`config.mk`:
```
export PLATFORM = sky130hd
export DESIGN_NAME = sync_sram
export DESIGN_NICKNAME = d
export VERILOG_FILES = /design/src/rtl/sram_pkg.sv /design/src/rtl/burst_counter.sv /design/src/rtl/sync_sram.sv
export SDC_FILE = /design/constraint.sdc
export NUM_CORES = 2
export LEC_CHECK = 0
export BUFFER_PORTS_ARGS = -buffer_cell sky130_fd_sc_hd__buf_2
export CORE_ASPECT_RATIO = 0.7
export CORE_MARGIN = 4
export CORE_UTILIZATION = 45
export CTS_BUF_LIST = sky130_fd_sc_hd__clkbuf_8
export CTS_CLUSTER_DIAMETER = 100
export DETAILED_ROUTE_END_ITERATION = 7
export SYNTH_ARGS = -nofsm -noshare
export SYNTH_HDL_FRONTEND = slang
export SYNTH_SLANG_ARGS = --single-unit
```
`constraint.sdc`:
```
create_clock -name clk -period 3 [get_ports clk]
set_input_delay 0.3 -clock clk [delete_from_list [all_inputs] [get_ports clk]]
set_output_delay 0.3 -clock clk [all_outputs]
set_load 0.005 [all_outputs]
```
`src/rtl/sram_pkg.sv`:
```
// Shared constants, command types and burst helper for the synchronous RAM block
package sram_pkg;

    // ------------------------------------------------------------
    // Geometry
    // ------------------------------------------------------------
    localparam int ADDR_W = 6;
    localparam int DEPTH  = 64;
    localparam int LANES  = 4;
    localparam int LANE_W = 9;
    localparam int DATA_W = 36;

    // ------------------------------------------------------------
    // Reset values and encodings
    // ------------------------------------------------------------
    localparam logic [LANES-1:0]  MASK_NONE      = 4'hf;
    localparam logic [1:0]        BURST_STEP_RST = 2'h0;
    localparam logic [1:0]        BURST_BASE_RST = 2'h0;
    localparam logic [DATA_W-1:0] DATA_RST       = 36'h0;
    localparam logic [ADDR_W-1:0] ADDR_RST       = 6'h00;
    localparam int                BURST_LSB      = 0;
    localparam int                BURST_MSB      = 1;

    // Operation held by a pipeline slot; also the last loaded burst type
    typedef enum logic [1:0] {
        OP_IDLE  = 2'b00,
        OP_READ  = 2'b01,
        OP_WRITE = 2'b10
    } op_t;

    typedef struct packed {
        op_t              op;
        logic [ADDR_W-1:0] addr;
        logic [LANES-1:0]  mask_n;
    } cmd_t;

    localparam cmd_t CMD_RST = '{op: OP_IDLE, addr: ADDR_RST, mask_n: MASK_NONE};

    // Low address bits of a burst: linear adds the step, interleaved xors it
    function automatic logic [1:0] burst_low(input logic [1:0] base,
                                             input logic [1:0] step,
                                             input logic       interleave);
        burst_low = interleave ? (base ^ step) : 2'(base + step);
    endfunction

    // Per-lane write merge; a high mask bit keeps the stored lane
    function automatic logic [DATA_W-1:0] merge_lanes(input logic [DATA_W-1:0] old_w,
                                                      input logic [DATA_W-1:0] new_w,
                                                      input logic [LANES-1:0]  mask_n);
        logic [DATA_W-1:0] res;
        res = old_w;
        for (int i = 0; i < LANES; i++) begin
            if (!mask_n[i]) begin
                res[i*LANE_W +: LANE_W] = new_w[i*LANE_W +: LANE_W];
            end
        end
        merge_lanes = res;
    endfunction

endpackage

```
`src/rtl/burst_counter.sv`:
```
// Two-bit burst address generator with load and step
`timescale 1ns/1ps
`default_nettype none

module burst_counter (
    // Clock and reset
    input  wire logic       clk,
    input  wire logic       nrst,
    // Control
    input  wire logic       load,
    input  wire logic       step,
    input  wire logic       interleave,
    input  wire logic [1:0] preset,
    // Generated low address bits for this edge
    output logic      [1:0] low_now
);
    import sram_pkg::*;

    logic [1:0] base_r;
    logic [1:0] step_r;
    logic [1:0] step_nxt;

    assign step_nxt = 2'(step_r + 2'h1);
    // Load uses the preset directly; a step uses the advanced count
    assign low_now  = load ? preset : burst_low(base_r, step_nxt, interleave);

    always_ff @(posedge clk) begin
        if (!nrst) begin
            base_r <= BURST_BASE_RST;
        end else if (load) begin
            base_r <= preset;
        end
    end

    // Two-bit count wraps after four addresses
    always_ff @(posedge clk) begin
        if (!nrst) begin
            step_r <= BURST_STEP_RST;
        end else if (load) begin
            step_r <= BURST_STEP_RST;
        end else if (step) begin
            step_r <= step_nxt;
        end
    end

endmodule

`default_nettype wire

```
`src/rtl/sync_sram.sv`:
```
// Synchronous late-write RAM: command capture, stall, select, masking, latency modes
`timescale 1ns/1ps
`default_nettype none

module sync_sram (
    // Clock and reset
    input  wire logic                         clk,
    input  wire logic                         nrst,
    // Command and address
    input  wire logic [sram_pkg::ADDR_W-1:0]  addr,
    input  wire logic                         clk_en_n,
    input  wire logic                         load_or_step,
    input  wire logic                         write_n,
    input  wire logic                         select_low_1,
    input  wire logic                         select_high,
    input  wire logic                         select_low_3,
    // Byte lane write masks, active low
    input  wire logic                         lane0_mask_n,
    input  wire logic                         lane1_mask_n,
    input  wire logic                         lane2_mask_n,
    input  wire logic                         lane3_mask_n,
    // Static and unclocked controls
    input  wire logic                         output_en_n,
    input  wire logic                         latency_mode_sel,
    input  wire logic                         order_sel_n,
    input  wire logic                         sleep_req,
    // Shared data bus, split into its three signals
    input  wire logic [sram_pkg::DATA_W-1:0]  dq_in,
    output logic      [sram_pkg::DATA_W-1:0]  dq_out,
    output logic                              dq_oe_n,
    // Status
    output logic                              asleep
);
    import sram_pkg::*;

    // ------------------------------------------------------------
    // Storage and pipeline state
    // ------------------------------------------------------------
    logic [DATA_W-1:0] mem_r [DEPTH];
    cmd_t              slot1_r;
    cmd_t              slot2_r;
    op_t               burst_op_r;
    logic [ADDR_W-1:0] burst_hi_r;
    logic [DATA_W-1:0] dout_r;
    logic              drive_r;
    logic              asleep_r;
    logic              sleep_s1_r;
    logic              sleep_s2_r;
    logic              order_s1_r;
    logic              order_s2_r;
    logic              flow_r;
    logic              mode_s1_r;
    logic              mode_s2_r;

    // ------------------------------------------------------------
    // Command decode
    // ------------------------------------------------------------
    logic              edge_live;
    logic              selected;
    logic              do_load;
    logic              do_step;
    logic [1:0]        low_now;
    logic [LANES-1:0]  mask_now;
    cmd_t              cmd_now;
    cmd_t              out_slot;
    cmd_t              wr_slot;

    // A stalled edge freezes the slots, burst, memory and output state; a sleeping edge freezes them and clears the driver
    assign edge_live = !clk_en_n && !asleep_r;
    assign selected  = !select_low_1 && select_high && !select_low_3;
    assign do_load   = edge_live && !load_or_step;
    assign do_step   = edge_live && load_or_step;
    assign mask_now  = {lane3_mask_n, lane2_mask_n, lane1_mask_n, lane0_mask_n};

    burst_counter u_burst (
        .clk        (clk),
        .nrst       (nrst),
        .load       (do_load),
        .step       (do_step),
        .interleave (order_s2_r),
        .preset     (addr[BURST_MSB:BURST_LSB]),
        .low_now    (low_now)
    );

    always_comb begin
        cmd_now = CMD_RST;
        if (!load_or_step) begin
            if (selected && write_n) begin
                cmd_now = '{op: OP_READ, addr: addr, mask_n: MASK_NONE};
            end else if (selected) begin
                cmd_now = '{op: OP_WRITE, addr: addr, mask_n: mask_now};
            end
        end else begin
            // Continue cycle repeats the loaded type at the generated address
            cmd_now.op     = burst_op_r;
            cmd_now.addr   = {burst_hi_r[ADDR_W-1:2], low_now};
            cmd_now.mask_n = (burst_op_r == OP_WRITE) ? mask_now : MASK_NONE;
        end
    end

    // Flow-through takes read data and write data one edge earlier
    assign out_slot = flow_r ? cmd_now : slot1_r;
    assign wr_slot  = flow_r ? slot1_r : slot2_r;

    // ------------------------------------------------------------
    // Static mode and asynchronous pin capture
    // ------------------------------------------------------------
    always_ff @(posedge clk) begin
        if (!nrst) begin
            order_s1_r <= 1'b0;
            order_s2_r <= 1'b0;
        end else begin
            order_s1_r <= order_sel_n;
            order_s2_r <= order_s1_r;
        end
    end

    // Mode pin is static but still comes from outside, so it is synchronised first
    always_ff @(posedge clk) begin
        if (!nrst) begin
            mode_s1_r <= 1'b1;
            mode_s2_r <= 1'b1;
        end else begin
            mode_s1_r <= latency_mode_sel;
            mode_s2_r <= mode_s1_r;
        end
    end

    // Mode is taken whenever both slots are idle, even on an edge that loads a command into slot1_r, which then runs in the new mode
    always_ff @(posedge clk) begin
        if (!nrst) begin
            flow_r <= 1'b0;
        end else if (slot1_r.op == OP_IDLE && slot2_r.op == OP_IDLE) begin
            flow_r <= !mode_s2_r;
        end
    end

    // Sleep takes effect three edges after the request, and leaves likewise
    always_ff @(posedge clk) begin
        if (!nrst) begin
            sleep_s1_r <= 1'b0;
            sleep_s2_r <= 1'b0;
            asleep_r   <= 1'b0;
        end else begin
            sleep_s1_r <= sleep_req;
            sleep_s2_r <= sleep_s1_r;
            asleep_r   <= sleep_s2_r;
        end
    end

    // ------------------------------------------------------------
    // Burst tracking
    // ------------------------------------------------------------
    always_ff @(posedge clk) begin
        if (!nrst) begin
            burst_op_r <= OP_IDLE;
            burst_hi_r <= ADDR_RST;
        end else if (do_load) begin
            burst_op_r <= cmd_now.op;
            burst_hi_r <= addr;
        end
    end

    // ------------------------------------------------------------
    // Command pipeline
    // ------------------------------------------------------------
    always_ff @(posedge clk) begin
        if (!nrst) begin
            slot1_r <= CMD_RST;
            slot2_r <= CMD_RST;
        end else if (edge_live) begin
            slot1_r <= cmd_now;
            slot2_r <= slot1_r;
        end
    end

    // ------------------------------------------------------------
    // Late write into the core
    // ------------------------------------------------------------
    // A write with every mask high merges nothing and leaves the word as is
    always_ff @(posedge clk) begin
        if (edge_live && wr_slot.op == OP_WRITE && wr_slot.mask_n != MASK_NONE) begin
            mem_r[wr_slot.addr] <= merge_lanes(mem_r[wr_slot.addr], dq_in, wr_slot.mask_n);
        end
    end

    // ------------------------------------------------------------
    // Read output register and driver state
    // ------------------------------------------------------------
    always_ff @(posedge clk) begin
        if (!nrst) begin
            dout_r <= DATA_RST;
        end else if (edge_live && out_slot.op == OP_READ) begin
            dout_r <= mem_r[out_slot.addr];
        end
    end

    // Driver state is held through a stall, so a read keeps driving and
    // a write keeps the bus released; write slots always release it
    always_ff @(posedge clk) begin
        if (!nrst) begin
            drive_r <= 1'b0;
        end else if (asleep_r) begin
            drive_r <= 1'b0;
        end else if (edge_live) begin
            drive_r <= (out_slot.op == OP_READ);
        end
    end

    always_ff @(posedge clk) begin
        if (!nrst) begin
            asleep <= 1'b0;
        end else begin
            asleep <= sleep_s2_r;
        end
    end

    // ------------------------------------------------------------
    // Pins
    // ------------------------------------------------------------
    assign dq_out = dout_r;
    // Output enable bypasses the clock so the bus frees at once
    assign dq_oe_n = !drive_r || output_en_n;

endmodule

`default_nettype wire

```
Word level (Yosys, flattened, before mapping) --
Memory sizes are Yosys's and may differ from the RTL's. A register that Yosys moved wholly into a read port is not among the register bits. Cells that the tools add are included.
Storage, ports and cells: register bits after elaboration 45, bits in writable memories 2304, bits of input ports 58, output and inout bits 38, logic and storage cells 77, memories kept 1
Memory list:
- mem_r | words 64, width 36, rd ports 1, clocked after memory_dff 1, wr ports 1, RTL line sync_sram.sv:39 | logic [DATA_W-1:0] mem_r [DEPTH];
Cells by class: $add $sub $neg 2, eq/ne operators 8, multiplexer cells 18, bitwise gates (word level) 2, reduce and logical (&&, ||, !) cells 27
Operators with widths (number):
- $mux W9 | 8
- $mux W12 | 5
- $logic_and A1 B1 Y1 | 10
- $logic_not A1 Y1 | 8
- $ne A2 B2 Y1 const B | 4
- $reduce_and A2 Y1 | 4
- $eq A2 B2 Y1 const B | 2
- $logic_not A2 Y1 | 2
- $mux W2 | 2
- $mux W4 | 1
- $ne A4 B4 Y1 const B | 1
- $reduce_or A2 Y1 | 2
- $add A2 B1 Y2 const B | 1
- $add A2 B2 Y2 | 1
- $eq A2 B1 Y1 const B | 1
- $mux W1 | 2
- $xor A2 B2 Y2 | 1
- $logic_or A1 B1 Y1 | 1
- $not A1 Y1 | 1

Longest topological paths before layout --
depth in word-level cells 9, gate-level depth with buffers 15, mapped depth without buffers 10

Cells and area by module --
A second synthesis with hierarchy kept.
Unflattened totals: cells, all modules 7281, area total of the unflattened synthesis 99068.8 um^2
By module, submodules not included:
- sync_sram | times used 1, cells an instance 7258, area each 98838.5 um^2, seq. area each 70687.8 um^2
- burst_counter | times used 1, cells an instance 23, area each 230.2 um^2, seq. area each 80.1 um^2

Least setup slack after synthesis --
Ideal clock, no wire load.
path type register -> register, from register flow_r, to memory mem_r[58][0], enable pin, library setup time 374 ps, arrival 2798 ps, required time 2626 ps, path slack -172 ps, cell stages (with the launch flop) 10, buffers on the path 5, period minus slack after synthesis 3172 ps, cells stage by stage dfxtp_1 > buf_2 > buf_2 > clkbuf_1 > buf_1 > clkbuf_1 > mux2_2 > nor2_1 > nand2_1 > nor2_1
On the way: word-level cells in the longest chain between the ends 7, elaborated cells on any way between the ends 9, those cells by class eq/ne: 3; mux: 3; reduce/logical: 3
RTL lines:
- start: declaration | RTL line sync_sram.sv:51 | logic flow_r;
- start signal: assignment | RTL line sync_sram.sv:134 | flow_r <= !mode_s2_r;
- $mux W12 (*) | RTL line sync_sram.sv:103 | assign wr_slot = flow_r ? slot1_r : slot2_r;
- $eq A2 B2 Y1 | RTL line sync_sram.sv:182 | if (edge_live && wr_slot.op == OP_WRITE && wr_slot.mask_n != MASK_NONE) begin
- $logic_and A1 B1 Y1 (2 in series) | RTL line sync_sram.sv:182
- $mux W1 | RTL line sync_sram.sv:182
- $mux W1 (not written as such) | RTL line sync_sram.sv:183 | mem_r[wr_slot.addr] <= merge_lanes(mem_r[wr_slot.addr], dq_in, wr_slot.mask_n);
- $reduce_and A2 Y1 (no line)
- end: declaration | RTL line sync_sram.sv:39
Mark *: on every way between the ends. The rest lies on a longest branch, timed or not.

Final worst setup path --
from register u_burst.step_r[0], to register dout_r[29] (netlist: dq_out[29]) (read register of mem_r)
On the way: word-level cells in the longest chain between the ends 6, elaborated cells on any way between the ends 7, those cells by class add/sub: 2; mux: 4; bitwise: 1
RTL lines:
- start: declaration | RTL line burst_counter.sv:20 | logic [1:0] step_r;
- start signal: assignment | RTL line burst_counter.sv:42 | step_r <= step_nxt;
- $add A2 B1 Y2 (*) | RTL line burst_counter.sv:23 | assign step_nxt = 2'(step_r + 2'h1);
- via u_burst.step_nxt[0] | RTL line burst_counter.sv:21 | logic [1:0] step_nxt;
- $add A2 B2 Y2 or $xor A2 B2 Y2 (tied branches) | RTL line sram_pkg.sv:43 | burst_low = interleave ? (base ^ step) : 2'(base + step);
- $mux W2 (*) | RTL line sram_pkg.sv:43
- $mux W2 (*) | RTL line burst_counter.sv:25 | assign low_now = load ? preset : burst_low(base_r, step_nxt, interleave);
- $mux W12 (*) | RTL line sync_sram.sv:87 | if (!load_or_step) begin
- $mux W12 (*) | RTL line sync_sram.sv:102 | assign out_slot = flow_r ? cmd_now : slot1_r;
- end: declaration | RTL line sync_sram.sv:44 | logic [DATA_W-1:0] dout_r;
Mark *: on every way through the listed nets, which the timed path passes. The rest lies on a longest branch. A chain may end at the register's enable or synchronous reset.

==> metrics <==
Mapped Cells=7,677; pin count of the biggest net entering global routing=between 60 and 70; setup ws final=-0.235 ns; Mapped Area=about 100,000 um^2; area grow syn2layout=28.4%; utilization after layout=58.2%; CP Max Fanout=11; Achievable Freq=approximately 310 MHz; Site Rows=roughly 140; CP Capture Type=flip-flop; Worst-path clk slew=about 0.07 ns; I/O Buffers=between 90 and 100; Mapped Avg Cell Area=13.0 um^2; static leakage=approximately 0.046 uW; Area after DPL=113,000 um^2; finished layout cell area=about 130,000 um^2; most frequent cell after synthesis=edfxtp_1; critical path arrival=4.10 ns; Worst path max stage delay=roughly 0.37 ns; GRT Total Usage=between 30% and 40%; gr ovfl total=0; Die W=571 um; Commonest cells post-synth=edfxtp_1, nand2_1, nand3_1, mux2i_1, nor2_1; final critical-path required period=approximately 3.2 ns; Yosys reg bits=roughly 2,400; drt first pass iters=6; crit-path cells=inv_2 -> ha_4 -> nand3_1 -> buf_4 -> o211ai_4 -> buf_12 -> buf_16 -> buf_12 -> buf_4 -> a211oi_1 -> a311oi_2 -> buf_4 -> a31oi_2 -> o22ai_2 -> a31oi_4 -> a32oi_1; CTS sink count=approximately 2,400; ys async rst share=0%; skew final=between 0.08 and 0.09 ns; initial antenna violation count=37; buffers and inverters on the worst path=7; first-pass GRT wire length=between 500,000 and 600,000 um; Yosys top cell area share=69.4%; power per cell area=581 nW/um^2; Fin Hold WS=0.0565 ns; MaxCap Viol Count=0; Hold WC Path Type=input pin to flip-flop; Setup CP Type=flip-flop to flip-flop; CTS tree=yes; drt drc=0; vias in the first global route=just over 70,000; Most used DFF post-synth=edfxtp_1; starting density of the core=a little under half; status=finished with violations; RSZ-0062 raised after global routing=yes; Yosys cell types=77; Seq/Total Area, Yosys=a little under three quarters; Root Driver=clkbuf_8; clock buffer depth=4; H-tree levels=5; full die area=229,000 um^2; Routed Antenna Nets=0; CORE AREA=around 220,000 um^2; DP HPWL=around 260,000 um; WL per Instance=32.3 um; Synth area leaders=edfxtp_1, nand2_1, mux2i_1, nand3_1, dfxtp_1; Ports=96; period utilization=108%; leading area contributor after synthesis=edfxtp_1; GP Congestion=between 0.9 and 1; layout cells sized above 1=between 20 and 30%; Crit path max-delay family=compound AO/OA/AOI/OAI gates; Max Slew Vio Count=0; setup violators final=76; Final Hold Viols=0; Max VDD drop=about 0.5 mV; final setup TNS=-5.15 ns; EDFF count, synth=roughly 2,300; Routed WL=~400,000 um; post-synth net total=just under 8,000; Synth warnings=0; routed vias=76,800; Startpoint Class=flip-flop; Die Height=~400 um; Worst path slowest cell=a211oi_1; violated checks=setup timing; Detailed Route Iter0 Violations=around 12,000; Nets=9,130; Rel. slew slack=between 2 and 2.5%; Slew @ Worst Pin=roughly 1.5 ns; Worst Path Required=~3.9 ns; Worst-Skew Late Latency=just over 1 ns; Critical Path Most Common Cell=buf_4; Via density=6.25; TritonCTS Buffers=365
[routing by layer]
metal	up-vias	wire, um	track usage (%)
met5	-	250	0
met4	20	20800	14.8
met3	953	57500	11.4
met2	5640	163000	46.3
met1	38300	155000	47.7
li1	32000	-	-
[worst register-to-register path: cells and delay by family (launching register included)]
kind / cells / cell delay [ns]
fa+ha+maj: 1 / 0.25
simple gates: 1 / 0.13
flops: 1 / 0.34
compound gates: 7 / 1.29
buf+inv: 7 / 1.07
[flip-flops by register name, indices dropped and copies added, names as in the netlist, 2 cells and up]
signal	count
burst_hi_r	6
burst_op_r	2
slot2_r	12
u_burst.step_r	2
dq_out	36
mem_r	2304
slot1_r	12
[cell families (layout without fill, tap and decap cells)]
kind of cell / after synthesis / in the layout / share of synthesized area (%)
fa+ha+maj: 1 / 1 / 0.0125
xor+xnor: 2 / 2 / 0.0314
compound gates: 1125 / 1126 / 8.09
flops: 2383 / 2383 / 71.0
simple gates: 3056 / 3056 / 13.0
buf+inv: 611 / 2292 / 2.79
other cells: 0 / 18 / 0
mux: 499 / 499 / 5.12
[final timing paths]
check	slack, ns	startpoint	to	cells after the start
setup / recovery	-0.24	u_burst.step_r[0]	dq_out[29]	16
hold / removal	0.06	dq_in[1]	mem_r[9][1]	2
setup reg to reg	-0.24	u_burst.step_r[0]	dq_out[29]	16
hold reg to reg	0.42	mode_s1_r	mode_s2_r	1
[report_power, final]
part	switching [uW]	internal, uW	total, uW
Clock	13200	12600	25800
Sequential	74.5	36500	36600
Combinational	7310	4800	12100
[layout make-up]
class	instances	area, um^2
Sequential cell	2383	70800
Tap cell	2920	3650
Antenna cell	18	45.0
Fill cell	17300	92100
Multi-Input combinational cell	4684	29800
Clock inverter	274	1400
Timing Repair Buffer	1588	16900
Inverter	49	184
Clock buffer	381	5240
[through the flow]
stage / setup slack (ns) / total power (uW) / instances
after floorplan: -0.138 / 41500 / 7677
after global placement: -1.23 / 46600 / 11400
after detailed placement: -1.14 / 46700 / 11400
after CTS: -0.221 / 73600 / 12200
after global routing: -0.278 / 76400 / 12300
final: -0.235 / 74400 / 12300
[cells in the final DEF (no fill, tap or decap), drive strengths merged, types with 21 or more instances in the layout]
| cell | netlist | routed |
|---|---|---|
| nand2 | 1756 | 1756 |
| a211oi | 136 | 136 |
| and3 | 111 | 111 |
| nor3 | 21 | 21 |
| inv | 49 | 197 |
| buf | 358 | 1501 |
| a31oi | 116 | 116 |
| a21oi | 159 | 159 |
| dlygate4sd3 | 0 | 59 |
| nand3 | 744 | 744 |
| clkinv | 0 | 106 |
| bufbuf | 0 | 21 |
| o21ai | 72 | 72 |
| o22ai | 193 | 193 |
| a32oi | 39 | 39 |
| clkbuf | 204 | 388 |
| a2111oi | 71 | 71 |
| dfxtp | 79 | 79 |
| a311oi | 82 | 82 |
| nor2 | 355 | 355 |
| a221oi | 119 | 119 |
| mux2i | 480 | 480 |
| edfxtp | 2304 | 2304 |
[repair_timing]
item / in CTS / in global routing
hold endpoints to repair: 854 / 0
hold buffers: 59 / 0
gates cloned: 39 / 6
endpoints found under the setup margin: 691 / 504
resized for setup: 619 / 307
buffers inserted: 158 / 46
pin swaps: 162 / 145
Power figures use the tool's default switching activity.
